===== config.mk =====
export PLATFORM = sky130hd
export DESIGN_NAME = sbx_exec_unit
export DESIGN_NICKNAME = d
export VERILOG_FILES = /design/src/include/sbx_pkg.sv /design/src/rtl/sbx_alu.sv /design/src/rtl/sbx_exec_unit.sv
export VERILOG_INCLUDE_DIRS = /design/src /design/src/include
export SDC_FILE = /design/constraint.sdc
export NUM_CORES = 1
export LEC_CHECK = 0
export BUFFER_PORTS_ARGS = -buffer_cell sky130_fd_sc_hd__buf_2
export CORE_MARGIN = 5
export CORE_UTILIZATION = 35
export DETAILED_ROUTE_END_ITERATION = 16
export GPL_TIMING_DRIVEN = 0
export SLEW_MARGIN = 0
export SYNTH_ARGS = -nofsm -noshare
export SYNTH_HDL_FRONTEND = slang
export SYNTH_SLANG_ARGS = --single-unit

===== constraint.sdc =====
create_clock -name mclk_in -period 4.3 [get_ports mclk_in]
set_input_delay 0.645 -clock mclk_in [delete_from_list [all_inputs] [get_ports mclk_in]]
set_output_delay 0.645 -clock mclk_in [all_outputs]
set_load 0.02 [all_outputs]

===== src/include/sbx_map.svh =====
`ifndef SBX_MAP_SVH
`define SBX_MAP_SVH
`define SBX_DATA_W 8
`define SBX_ONES 8'hFF
`define SBX_ONE 8'h01
`define SBX_ZERO 8'h00
`define SBX_FLAG_C 0
`define SBX_FLAG_AC 1
`define SBX_FLAG_Z 2
`define SBX_FLAG_OV 3
`define SBX_SKIP_CYCLES 2
`define SBX_PLAIN_CYCLES 1
`endif


===== src/include/sbx_pkg.sv =====
package sbx_pkg;
    typedef enum logic [2:0] {
        SBX_OP_NONE,
        SBX_OP_BORROW_SUB_MEM,
        SBX_OP_DEC_SKIP_MEM,
        SBX_OP_DEC_SKIP_WORK,
        SBX_OP_INC_SKIP_WORK,
        SBX_OP_SET_BYTE,
        SBX_OP_SET_BIT
    } sbx_op_t;
endpackage : sbx_pkg


===== src/rtl/sbx_alu.sv =====
`timescale 1ns/1ps
`include "sbx_map.svh"
module sbx_alu
    import sbx_pkg::*;
(
    // operands
    input wire sbx_op_t op_in,
    input wire logic [7:0] work_in,
    input wire logic [7:0] mem_in,
    input wire logic carry_in,
    input wire logic [2:0] bit_sel_in,
    // results
    output logic [7:0] result_out,
    output logic to_mem_out,
    output logic to_work_out,
    output logic skip_out,
    output logic flags_upd_out,
    output logic [3:0] flags_out
);
    logic [8:0] sum;
    logic [4:0] low_sum;
    logic [7:0] inv_m;

    always_comb begin
        inv_m = ~mem_in;
        sum = {1'b0, work_in} + {1'b0, inv_m} + {8'h00, carry_in};
        low_sum = {1'b0, work_in[3:0]} + {1'b0, inv_m[3:0]} + {4'h0, carry_in};
        result_out = `SBX_ZERO;
        to_mem_out = 1'b0;
        to_work_out = 1'b0;
        skip_out = 1'b0;
        flags_upd_out = 1'b0;
        flags_out = 4'h0;
        unique case (op_in)
            SBX_OP_NONE: begin
            end
            SBX_OP_BORROW_SUB_MEM: begin
                result_out = sum[7:0]; // RL1
                to_mem_out = 1'b1;
                flags_upd_out = 1'b1;
                flags_out[`SBX_FLAG_C] = sum[8];
                flags_out[`SBX_FLAG_AC] = low_sum[4];
                flags_out[`SBX_FLAG_Z] = (sum[7:0] == `SBX_ZERO);
                flags_out[`SBX_FLAG_OV] = (work_in[7] == inv_m[7]) && (sum[7] != work_in[7]);
            end
            SBX_OP_DEC_SKIP_MEM: begin
                result_out = mem_in - `SBX_ONE; // RL2
                to_mem_out = 1'b1;
                skip_out = (result_out == `SBX_ZERO); // RL3
            end
            SBX_OP_DEC_SKIP_WORK: begin
                result_out = mem_in - `SBX_ONE; // RL6
                to_work_out = 1'b1;
                skip_out = (result_out == `SBX_ZERO);
            end
            SBX_OP_INC_SKIP_WORK: begin
                result_out = mem_in + `SBX_ONE; // RL7
                to_work_out = 1'b1;
                skip_out = (result_out == `SBX_ZERO);
            end
            SBX_OP_SET_BYTE: begin
                result_out = `SBX_ONES; // RL8
                to_mem_out = 1'b1;
            end
            SBX_OP_SET_BIT: begin
                result_out = mem_in | (`SBX_ONE << bit_sel_in); // RL8
                to_mem_out = 1'b1;
            end
            default: begin
            end
        endcase
    end
endmodule : sbx_alu


===== src/rtl/sbx_exec_unit.sv =====
`timescale 1ns/1ps
`include "sbx_map.svh"
// Contract
// [RL1] borrow subtract: work + ~mem + carry into memory, OV Z AC C updated
// [RL2] decrement-skip-mem: memory byte minus one written back to it
// [RL3] zero result skips next instruction by discarding the prefetch
// [RL4] taken skip adds one dummy cycle, two cycles total
// [RL5] no skip: instruction completes in one cycle
// [RL6] decrement-skip-work: mem minus one to work register, memory unchanged, skips on zero
// [RL7] increment-skip-work: mem plus one to work register, skips on zero
// [RL8] set byte writes ones, set bit forces one bit, flags untouched
module sbx_exec_unit
    import sbx_pkg::*;
(
    // clock and reset
    input wire logic mclk_in,
    input wire logic rstn_in,
    // instruction issue
    input wire logic issue_in,
    input wire sbx_op_t op_in,
    input wire logic [2:0] bit_sel_in,
    input wire logic [7:0] mem_rd_in,
    input wire logic [7:0] work_in,
    input wire logic [3:0] flags_in,
    // results
    output logic mem_we_out,
    output logic [7:0] mem_wd_out,
    output logic work_we_out,
    output logic [7:0] work_wd_out,
    output logic flags_we_out,
    output logic [3:0] flags_out,
    // sequencing
    output logic discard_out,
    output logic busy_out,
    output logic done_out
);
    // alu results for the operand presented this cycle
    logic [7:0] res;
    logic to_mem;
    logic to_work;
    logic skip;
    logic fupd;
    logic [3:0] fl;

    // a taken skip parks the sequencer in the dummy state for one cycle
    typedef enum logic {
        SBX_SEQ_RUN,
        SBX_SEQ_DUMMY
    } sbx_seq_t;

    // issue gating and sequencer state
    sbx_seq_t seq_ff;
    sbx_seq_t nxt_seq;
    logic take;
    logic skip_hit;

    // next values of the output flops
    logic nxt_mem_we;
    logic [7:0] nxt_mem_wd;
    logic nxt_work_we;
    logic [7:0] nxt_work_wd;
    logic nxt_flags_we;
    logic [3:0] nxt_flags;
    logic nxt_discard;
    logic nxt_busy;
    logic nxt_done;

    // the dummy state both gates issue and completes the skipping instruction
    function automatic logic in_dummy(input sbx_seq_t s);
        return s == SBX_SEQ_DUMMY;
    endfunction : in_dummy

    sbx_alu u_alu (
        // operands
        .op_in(op_in),
        .work_in(work_in),
        .mem_in(mem_rd_in),
        .carry_in(flags_in[`SBX_FLAG_C]),
        .bit_sel_in(bit_sel_in),
        // results
        .result_out(res),
        .to_mem_out(to_mem),
        .to_work_out(to_work),
        .skip_out(skip),
        .flags_upd_out(fupd),
        .flags_out(fl)
    );

    // issue is refused during the dummy cycle and busy_out reports it,
    // so the fetch stage can hold off
    always_comb begin
        take = issue_in && !in_dummy(seq_ff);
        skip_hit = take && skip; // RL3
    end

    // a dummy cycle never chains: the refused issue in it cannot skip again
    always_comb begin
        nxt_seq = SBX_SEQ_RUN;
        unique case (seq_ff)
            SBX_SEQ_RUN: begin
                if (skip_hit) begin
                    nxt_seq = SBX_SEQ_DUMMY; // RL4
                end
            end
            SBX_SEQ_DUMMY: begin
                nxt_seq = SBX_SEQ_RUN;
            end
        endcase
    end

    // reset returns to run so the first issue after release is taken at once
    always_ff @(posedge mclk_in or negedge rstn_in) begin
        if (!rstn_in) begin
            seq_ff <= SBX_SEQ_RUN;
        end else begin
            seq_ff <= nxt_seq;
        end
    end

    // memory write-back; the data word holds until the next take
    always_comb begin
        nxt_mem_we = take && to_mem; // RL2
        nxt_mem_wd = mem_wd_out;
        if (take) begin
            nxt_mem_wd = res; // RL8
        end
    end

    // the strobe lasts one cycle, so memory sees each write exactly once
    always_ff @(posedge mclk_in or negedge rstn_in) begin
        if (!rstn_in) begin
            mem_we_out <= 1'b0;
            mem_wd_out <= `SBX_ZERO;
        end else begin
            mem_we_out <= nxt_mem_we;
            mem_wd_out <= nxt_mem_wd;
        end
    end

    // work register write-back; these forms leave memory unaltered
    always_comb begin
        nxt_work_we = take && to_work; // RL6
        nxt_work_wd = work_wd_out;
        if (take) begin
            nxt_work_wd = res; // RL7
        end
    end

    // the work strobe also lasts one cycle; its data word holds like the memory one
    always_ff @(posedge mclk_in or negedge rstn_in) begin
        if (!rstn_in) begin
            work_we_out <= 1'b0;
            work_wd_out <= `SBX_ZERO;
        end else begin
            work_we_out <= nxt_work_we;
            work_wd_out <= nxt_work_wd;
        end
    end

    // status flags: only the borrow subtract loads them, skips and sets never do
    always_comb begin
        nxt_flags_we = take && fupd; // RL1
    end

    // one select per status bit; an unloaded bit keeps its last value
    for (genvar i = 0; i < 4; i = i + 1) begin : g_flag
        assign nxt_flags[i] = nxt_flags_we ? fl[i] : flags_out[i]; // RL8
    end

    // the load strobe pulses with the new value so the core copies all four together
    always_ff @(posedge mclk_in or negedge rstn_in) begin
        if (!rstn_in) begin
            flags_we_out <= 1'b0;
            flags_out <= 4'h0;
        end else begin
            flags_we_out <= nxt_flags_we;
            flags_out <= nxt_flags; // RL1
        end
    end

    // the dummy cycle replaces the discarded prefetch
    always_comb begin
        nxt_discard = skip_hit; // RL3
    end

    // discard is a one-cycle pulse: the prefetch stage drops exactly one word
    always_ff @(posedge mclk_in or negedge rstn_in) begin
        if (!rstn_in) begin
            discard_out <= 1'b0;
        end else begin
            discard_out <= nxt_discard;
        end
    end

    // busy marks the dummy cycle, so the fetch stage knows to hold off
    always_comb begin
        nxt_busy = skip_hit; // RL4
    end

    // reset clears busy so no false dummy cycle follows reset
    always_ff @(posedge mclk_in or negedge rstn_in) begin
        if (!rstn_in) begin
            busy_out <= 1'b0;
        end else begin
            busy_out <= nxt_busy;
        end
    end

    // completion: a plain instruction finishes at once, a skip after its dummy cycle
    always_comb begin
        nxt_done = (take && !skip) || in_dummy(seq_ff); // RL5
    end

    // done follows the dummy state, not the refused issue inside it
    always_ff @(posedge mclk_in or negedge rstn_in) begin
        if (!rstn_in) begin
            done_out <= 1'b0;
        end else begin
            done_out <= nxt_done;
        end
    end
endmodule : sbx_exec_unit


==> Word-level counts from Yosys, hierarchy flattened <==
Index checks and enable logic that the tools add are counted.
{ "totals": {"wordCells": 50, "ff_bits": 18, "out_inout_bits": 26, "inputBits": 29} }
{ "op_classes": {"shift": 1, "n_mux": 8, "eq_ne": 8, "add_sub_neg": 6, "reduce_logical": 16, "n_bitwise": 3} }
{ "ops": {"columns": ["cell", "count"], "rows": [
  ["$pmux 8 s5", 1],
  ["$logic_not 8->1", 3],
  ["$add 8x8->9", 1],
  ["$add 9x1->9", 1],
  ["$eq 3x3->1 const B", 3],
  ["$add 8x1->8 const B", 1],
  ["$not 8->8", 1],
  ["$or 8x8->8", 1],
  ["$shl 1x3->8 const A", 1],
  ["$sub 8x1->8 const B", 1],
  ["$logic_and 1x1->1", 7],
  ["$eq 3x2->1 const B", 2],
  ["$add 4x4->5", 1],
  ["$add 5x1->5", 1],
  ["$mux 1", 4],
  ["$mux 4", 1],
  ["$pmux 1 s2", 2],
  ["$reduce_or 2->1", 2],
  ["$reduce_or 4->1", 1],
  ["$eq 3x1->1 const B", 1],
  ["$logic_not 1->1", 2],
  ["$eq 1x1->1", 1],
  ["$logic_or 1x1->1", 1],
  ["$ne 1x1->1", 1],
  ["$not 1->1", 1]
]} }

==> Logic depth before layout (Yosys ltp) <==
Gate-level depths: netlist of run 1.
{ "logic_depth": {"word_depth": 6, "depth_mapped": 9, "ltp_nobuf": 9} }

==> Modules after synthesis <==
From an unflattened synthesis of run 1, not the netlist that was laid out.
{ "hier_totals": {"hier_cells": 222, "area_unflattened_um2": 1898.1} }
{ "by_module_without_submodules": {"columns": ["module", "seq_area_each_um2", "instances", "area_each_um2", "cells_each"], "rows": [
  ["sbx_alu", 0.0, 1, 1144.8, 172],
  ["sbx_exec_unit", 450.4, 1, 753.2, 50]
]} }

==> Worst setup path after synthesis of run 1 <==
No wires, ideal clock.
{ "synth_path": {"path_type": "in2reg", "start": "input port mem_rd_in[1]", "end": "register flags_out[2]", "arrival_ns": 2.338, "n_path_buf": 1, "t_required_ns": 4.205, "stages": 8, "setup_ns": 0.095, "slack_ns": 1.866, "path_cell_list": "buf_2 > inv_1 > fa_1 > a211o_1 > a2111o_1 > o211ai_1 > nand2_1 > o31ai_1"} }
{ "synth_via": {"elab_chain_cells": 5} }
{ "synth_rtl": {"columns": ["element", "line", "source"], "rows": [
  ["start: declaration", "sbx_exec_unit.sv:22", "input wire logic [7:0] mem_rd_in,"],
  ["$not 8->8", "sbx_alu.sv:25", "inv_m = ~mem_in;"],
  ["$add 8x8->9", "sbx_alu.sv:26", "sum = {1'b0, work_in} + {1'b0, inv_m} + {8'h00, carry_in};"],
  ["$add 9x1->9", "sbx_alu.sv:26", null],
  ["$logic_not 8->1 (no line)", null, null],
  ["$mux 4", "sbx_alu.sv:34", "unique case (op_in)"],
  ["end signal: assignment", "sbx_exec_unit.sv:177", "flags_out <= nxt_flags;"],
  ["end: declaration", "sbx_exec_unit.sv:31", "output logic [3:0] flags_out,"]
]} }
Every way passes these cells.
A chain may end at the register's enable or synchronous reset.

==> Worst setup path in the final report of run 1 <==
Same ends and word-level chain as after synthesis.

==> results of run 1 <==
-- synth_stat cells, types with 3 or more instances --
cell type / n / area share [%]
nor2b_1: 5 / 1.7
ha_1: 11 / 7.3
o31ai_1: 6 / 2.4
dfrtp_1: 18 / 24
o21ai_0: 14 / 3.7
nand2b_1: 8 / 2.7
a211o_1: 3 / 1.4
a21oi_1: 17 / 4.5
buf_4: 11 / 4.4
xnor2_1: 14 / 6.5
nand4_1: 3 / 1.0
clkbuf_1: 7 / 1.4
nand3_1: 7 / 1.9
nor2_1: 14 / 2.8
inv_1: 15 / 3.0
nand2_1: 15 / 3.0
a31oi_1: 6 / 2.0
-- worst register-to-register path, stage by stage (launching register included) --
cell      delay, ns
dfrtp_1        0.37
nand2b_1       0.18
nor3_2         0.30
nand2_2        0.14
inv_2          0.14
nand4b_1       0.11
a211o_1        0.29
o31ai_1        0.22
-- cell type report --
class,count,area (µm²),share of cell area (%)
plain buffers,22,134,5.94
well taps,70,87.6,3.88
repair buffers,49,245,10.9
clock buffers,3,41.3,1.83
multi-input cells,177,1240,54.8
inverters,16,60.1,2.66
flip-flops and latches,18,450,20.0
-- path summary, 6_finish.rpt --
kind                                                    to  depth (start not counted)             start
worst min register to register          done_out$_DFF_PN0_                          1  seq_ff$_DFF_PN0_
min in group mclk_in                    done_out$_DFF_PN0_                          1  seq_ff$_DFF_PN0_
max in group asynchronous         flags_out[0]$_DFFE_PN0P_                          1           rstn_in
worst max register to register    flags_out[2]$_DFFE_PN0P_                          7  seq_ff$_DFF_PN0_
worst max-delay path              flags_out[2]$_DFFE_PN0P_                          9      mem_rd_in[1]
worst min-delay path            work_wd_out[0]$_DFFE_PN0P_                          1           rstn_in
-- state kept, by name (all words and copies together) (netlist names) --
name,count
flags_we_out,1
flags_out,4
discard_out,1
work_we_out,1
seq_ff,1
done_out,1
mem_we_out,1
work_wd_out,8
-- cells in the final DEF (no fill, tap or decap), types with 2 or more instances in the layout --
| cell type | n |
|---|---|
| or4_4 | 2 |
| xnor2_1 | 14 |
| a41oi_1 | 2 |
| clkbuf_1 | 7 |
| nor4_1 | 2 |
| buf_2 | 51 |
| clkbuf_8 | 3 |
| nor2b_1 | 5 |
| o31ai_1 | 6 |
| and3_1 | 2 |
| a221oi_1 | 2 |
| nand2b_1 | 8 |
| a211o_1 | 3 |
| nor2_1 | 14 |
| a21o_1 | 2 |
| buf_4 | 11 |
| nand2_1 | 15 |
| nand4_1 | 3 |
| inv_1 | 15 |
| o22ai_1 | 2 |
| a21oi_1 | 17 |
| dfrtp_1 | 18 |
| nor3b_1 | 2 |
| a211oi_1 | 2 |
| ha_1 | 11 |
| nor3_1 | 2 |
| a31oi_1 | 6 |
| nand3_1 | 7 |
| o21ai_0 | 14 |
| or3_1 | 2 |
| fa_1 | 2 |
| o31a_1 | 2 |
-- per-stage QoR --
| stage | setup WS, ns | hold WS [ns] | cell area [µm²] | total power, mW |
|---|---|---|---|---|
| global route | 1.67 | 0.359 | 2250 | 0.614 |
| floorplan | 1.87 | 0.349 | 1880 | 0.381 |
| global placement | 1.53 | 0.448 | 2210 | 0.467 |
| detailed placement | 1.53 | 0.448 | 2210 | 0.468 |
| CTS | 1.79 | 0.324 | 2250 | 0.582 |
| finish | 1.77 | 0.313 | 2250 | 0.578 |
-- cells by family after synthesis --
| family | count (synthesis) |
|---|---|
| adder cells (fa/ha/maj) | 13 |
| buffers and inverters | 38 |
| flip-flops | 18 |
| XOR/XNOR | 15 |
| AO/OA/AOI/OAI | 74 |
| AND/OR/NAND/NOR | 75 |
-- per-layer routing --
layer	wire [µm]	vias to the layer above	part of all wire (%)	GRT usage, %
li1	-	942	-	-
met1	2590	885	48	21.7
met2	2300	75	43	23.3
met3	431	6	8.0	2.28
met4	78	0	1.4	4.75
met5	0	-	0	0
-- power by group --
part | total [mW] | switching (mW) | leakage (nW) | internal, mW
combinational | 0.265 | 0.158 | 0.789 | 0.107
clock | 0.113 | 0.0507 | 0.0216 | 0.0620
sequential | 0.200 | 0.0117 | 0.231 | 0.189
==> flow_metrics.env, run 1 <==
export IMPL_status="completed"
export IMPL_syn_cell_area_um2=1880
export IMPL_die_w_um=83.3
export IMPL_hp_class="primary input to async pin"
export IMPL_synth_nets=275
export IMPL_power_density_nw_per_um2=256
export IMPL_period_share_pct=58.8
export IMPL_max_freq_mhz=396
export IMPL_yosys_area_share_adder_pct=9.45
export IMPL_cp_required_ns=4.45
export IMPL_clock_root_buffer="clkbuf_8"
export IMPL_rrSetupSlack_ns=2.46
export IMPL_gp_congestion=0.886
export IMPL_worst_slew_pin_slew_ns=0.416
export IMPL_slowest_stage="fa_1"
export IMPL_layout_drive_gt1_share_pct=27.4
export IMPL_skew_ns=0.00195
export IMPL_synth_compound_area_share_pct=26.6
export IMPL_synth_top_family_by_area="compound AO/OA/AOI/OAI gates"
export IMPL_antenna_left=0
export IMPL_synth_edff_count=0
export IMPL_maxSlewHeadroom_pct=72.1
export IMPL_synth_flop_cell="dfrtp_1"
export IMPL_setup_viol=0
export IMPL_synthMuxAreaShare_pct=0
export IMPL_fin_setup_tns_ns=0
export IMPL_drt_initial_drc_count=126
export IMPL_crit_chain="buf_2 > buf_2 > inv_1 > fa_1 > a21o_1 > a21oi_1 > xnor2_1 > a211o_1 > o31ai_1"
export IMPL_row_count=26
export IMPL_ios=55
export IMPL_path_max_fanout=8
export IMPL_drv_cap=0
export IMPL_synth_simple_area_share_pct=22.7
export IMPL_firstDrtPassIters=4
export IMPL_cts_tree="built"
export IMPL_hpwl_um=4440
export IMPL_cts_buffers_inserted=3
export IMPL_synth_xor_area_share_pct=6.99
export IMPL_synth_distinct_cells=62
export IMPL_ys_seq_area_share_pct=24.0
export IMPL_crit_top_cell="buf_2"
export IMPL_dieArea_um2=6940
export IMPL_place_inst=352
export IMPL_stdcell_count=355
export IMPL_post_drt_wl_per_cell_um=15.2
export IMPL_grt_max_degree=19
export IMPL_core_um2=5170
export IMPL_grt_pass1_wl_um=8800
export IMPL_cts_buffer_depth=2
export IMPL_drt_total_wl_um=5410
export IMPL_drc_errors=0
export IMPL_max_vdd_ir_drop_mv=0.108
export IMPL_slew_violations=0
export IMPL_vias_per_cell=5.37
export IMPL_finalCoreUtilization_pct=43.6
export IMPL_cpLargestDelayFamily="compound AO/OA/AOI/OAI gates"
export IMPL_h_tree_depth=1
export IMPL_postSynthCellCount=233
export IMPL_clk_latency_ns=0.24
export IMPL_p_leak_nw=1.04
export IMPL_postCtsSetupBuffers=0
export IMPL_ctsResizeCount=0
export IMPL_clock_sinks=18
export IMPL_antenna_found_initial=0
export IMPL_overflow=0
export IMPL_critPathArrivalTime_ns=2.68
export IMPL_period_needed_ns=2.53
export IMPL_synth_seq_cells=18
export IMPL_hold_viol=0
export IMPL_io_buffers=49
export IMPL_cp_start_kind="primary input"
export IMPL_clkSlewWorstSetupHoldPaths_ns=0.06
export IMPL_fill_cells=545
export IMPL_cp_end_kind="flop"
export IMPL_syn_to_final_growth_pct=19.9
export IMPL_cp_slowest_stage_delay_ns=0.49
export IMPL_holdBufCountCts=0
export IMPL_rsz0062_at_grt="no"
export IMPL_die_height_um=83.3
export IMPL_antenna_cells=0
export IMPL_yosys_warnings=0
export IMPL_synth_avg_cell_area_um2=8.07
export IMPL_crit_buf_inv=3
export IMPL_nets=329
export IMPL_grt_pass1_vias=1801
export IMPL_start_util_pct=36.4
export IMPL_path_class="primary input to flop"
export IMPL_num_vias=1908
export IMPL_grtUsageTotal_pct=15.2
export IMPL_async_flop_share_pct=100
Power figures use the tool's default switching activity.
==> run 2, diff against run 1 <==
- ABC_AREA: not set -> 1
- clock period: 4.3 -> 2.1 ns (I/O delays scaled with it)
==> flow_metrics.env, run 2 <==
export IMPL_cts_tree="built"
export IMPL_drt_initial_drc_count=81
export IMPL_synth_commonest_cells="nand2_1 (102), inv_1 (37), nand3_1 (35)"
export IMPL_layout_drive_gt1_share_pct=23.2
export IMPL_io_buffers=48
export IMPL_max_vdd_ir_drop_mv=0.292
export IMPL_grt_pass1_wl_um=8790
export IMPL_netlist_area_leader_share_pct=23.6
export IMPL_preCtsSetupSlack_ns=0.0253
export IMPL_seq_area_um2=450
export IMPL_yosys_area_share_adder_pct=9.32
export IMPL_synth_avg_cell_area_um2=6.17
export IMPL_drv_cap=0
export IMPL_ios=55
export IMPL_yosys_warnings=0
export IMPL_core_um2=5200
export IMPL_h_tree_depth=1
export IMPL_postSynthCellCount=309
export IMPL_row_count=26
export IMPL_synth_most_common_cell="nand2_1"
export IMPL_async_flop_share_pct=100
export IMPL_p_total_mw=1.18
export IMPL_path_max_fanout=6
export IMPL_synth_top_family_by_area="simple AND/OR/NAND/NOR gates"
export IMPL_fill_cells=593
export IMPL_synth_edff_count=0
export IMPL_synth_distinct_cells=28
export IMPL_final_cell_mix="nand2_1 (102), buf_2 (49), inv_1 (37)"
export IMPL_dieArea_um2=7020
export IMPL_synth_flop_cell="dfrtp_1"
export IMPL_antenna_found_initial=0
export IMPL_clock_sinks=18
export IMPL_grt_max_degree=19
export IMPL_path_class="primary input to flop"
export IMPL_postCtsSetupBuffers=0
export IMPL_period_needed_ns=1.80
export IMPL_period_share_pct=85.8
export IMPL_cp_end_kind="flop"
export IMPL_status="completed"
export IMPL_crit_chain="buf_2 > fa_1 > inv_1 > fa_1 > nor2_1 > nand2_1 > nor2_1 > nand3_1 > nor2_1 > nand3_1 > nand2_1"
export IMPL_max_freq_mhz=555
export IMPL_firstDrtPassIters=4
export IMPL_gp_congestion=0.917
export IMPL_synth_nets=351
export IMPL_yosys_area_top_type="dfrtp_1"
export IMPL_ys_seq_area_share_pct=23.6
export IMPL_synthMuxAreaShare_pct=0
export IMPL_layout_commonest_cell="nand2_1"
export IMPL_slowest_stage="fa_1"
export IMPL_critPathArrivalTime_ns=1.99
export IMPL_cpLargestDelayFamily="adder cells"
export IMPL_start_util_pct=36.6
export IMPL_cts_buffers_inserted=3
export IMPL_regMostFlops="work_wd_out"
export IMPL_clock_root_buffer="clkbuf_8"
export IMPL_skew_ns=0.000871
export IMPL_power_density_nw_per_um2=513
export IMPL_cts_buffer_depth=2
export IMPL_synth_simple_area_share_pct=43.6
export IMPL_multi_input_area_um2=1200
export IMPL_die_w_um=83.8
export IMPL_synth_seq_cells=18
export IMPL_synth_compound_area_share_pct=8.79
export IMPL_post_drt_wl_per_cell_um=11.6
export IMPL_cp_required_ns=2.29
export IMPL_hold_viol=0
export IMPL_setup_viol=0
export IMPL_overflow=0
export IMPL_drt_total_wl_um=4990
export IMPL_synth_area_top_cells="dfrtp_1 (24%), nand2_1 (20%), nand3_1 (9.2%)"
export IMPL_antenna_left=0
export IMPL_vias_per_cell=4.67
export IMPL_worst_slew_pin_slew_ns=0.393
export IMPL_clkSlewWorstSetupHoldPaths_ns=0.07
export IMPL_clk_latency_ns=0.24
export IMPL_drc_errors=0
export IMPL_syn_to_final_growth_pct=20.6
export IMPL_hp_class="primary input to flop"
export IMPL_maxSlewHeadroom_pct=73.8
export IMPL_p_leak_nw=1.33
export IMPL_antenna_cells=0
export IMPL_fin_setup_tns_ns=0
export IMPL_nets=405
export IMPL_largest_register_ff_count=8
export IMPL_cp_start_kind="primary input"
export IMPL_crit_top_cell="nor2_1"
export IMPL_slew_violations=0
export IMPL_finalWorstSetupSlack_ns=0.298
export IMPL_cp_slowest_stage_delay_ns=0.46
export IMPL_reg_top3="work_wd_out: 8 flops, flags_out: 4 flops"
export IMPL_grt_pass1_vias=1914
export IMPL_die_height_um=83.8
export IMPL_crit_buf_inv=2
export IMPL_num_vias=2018
export IMPL_synth_xor_area_share_pct=1.38
export IMPL_grtUsageTotal_pct=14.8
export IMPL_syn_cell_area_um2=1910
export IMPL_rsz0062_at_grt="no"
export IMPL_hpwl_um=4210
[run 2: final cells by class]
class	instances	share of cell area [%]
flip-flops and latches	18	19.6
repair buffers	49	10.9
plain buffers	13	4.13
well taps	70	3.81
inverters	42	6.86
multi-input cells	236	52.3
clock buffers	4	2.39
[run 2: repair_timing]
action,CTS,global route
gates resized for setup,0,0
hold endpoints to repair,10,0
hold buffers,1,0
setup endpoints to repair,0,0
[run 2: cells by family after synthesis]
| group | Yosys count |
|---|---|
| buffers and inverters | 55 |
| AOI/OAI and AO/OA | 32 |
| xor gates and xnor gates | 3 |
| DFF | 18 |
| and+or+nand+nor | 188 |
| adders and majority gates | 13 |
[run 2: worst reg2reg max path, stage by stage (launching register included)]
cell	delay [ns]
dfrtp_1	0.39
nor2_2	0.33
inv_1	0.15
clkbuf_1	0.24
nand2_1	0.12
nand2_1	0.05
[run 2: metal layers]
layer / wire (µm) / vias to the layer above / GRT usage, %
met5: 0 / - / 0
met4: 44 / 0 / 2.63
met3: 401 / 4 / 2.86
met2: 2100 / 74 / 22.8
met1: 2450 / 855 / 21.4
li1: - / 1085 / -
[run 2: power breakdown]
| part | switching (mW) | leakage, nW | internal (mW) | total (mW) |
|---|---|---|---|---|
| combinational | 0.316 | 1.07 | 0.182 | 0.499 |
| sequential | 0.0225 | 0.230 | 0.384 | 0.407 |
| clock | 0.108 | 0.0288 | 0.166 | 0.275 |
| total | 0.447 | 1.33 | 0.733 | 1.18 |
[run 2: final timing paths]
| path | depth (start not counted) | to | slack (ns) | from |
|---|---|---|---|---|
| worst min register to register | 2 | flags_out[3]$_DFFE_PN0P_ | 0.48 | flags_out[3]$_DFFE_PN0P_ |
| worst min-delay path | 3 | done_out$_DFF_PN0_ | 0.31 | issue_in |
| worst max register to register | 5 | work_wd_out[4]$_DFFE_PN0P_ | 0.71 | seq_ff$_DFF_PN0_ |
| min in group asynchronous | 2 | seq_ff$_DFF_PN0_ | 0.53 | rstn_in |
| worst max-delay path | 11 | flags_out[2]$_DFFE_PN0P_ | 0.30 | mem_rd_in[0] |
| max in group asynchronous | 2 | work_wd_out[4]$_DFFE_PN0P_ | 1.29 | rstn_in |
[run 2: metrics by stage]
step | utilization [%] | cells | area [µm²] | hold WS (ns)
3_3_place_gp | 42.9 | 427 | 2230 | 0.262
6_report | 44.2 | 432 | 2300 | 0.307
2_1_floorplan | - | 309 | 1910 | 0.0194
3_5_place_dp | 42.9 | 427 | 2230 | 0.266
4_1_cts | 44.2 | 432 | 2300 | 0.304
5_1_grt | 44.2 | 432 | 2300 | 0.316
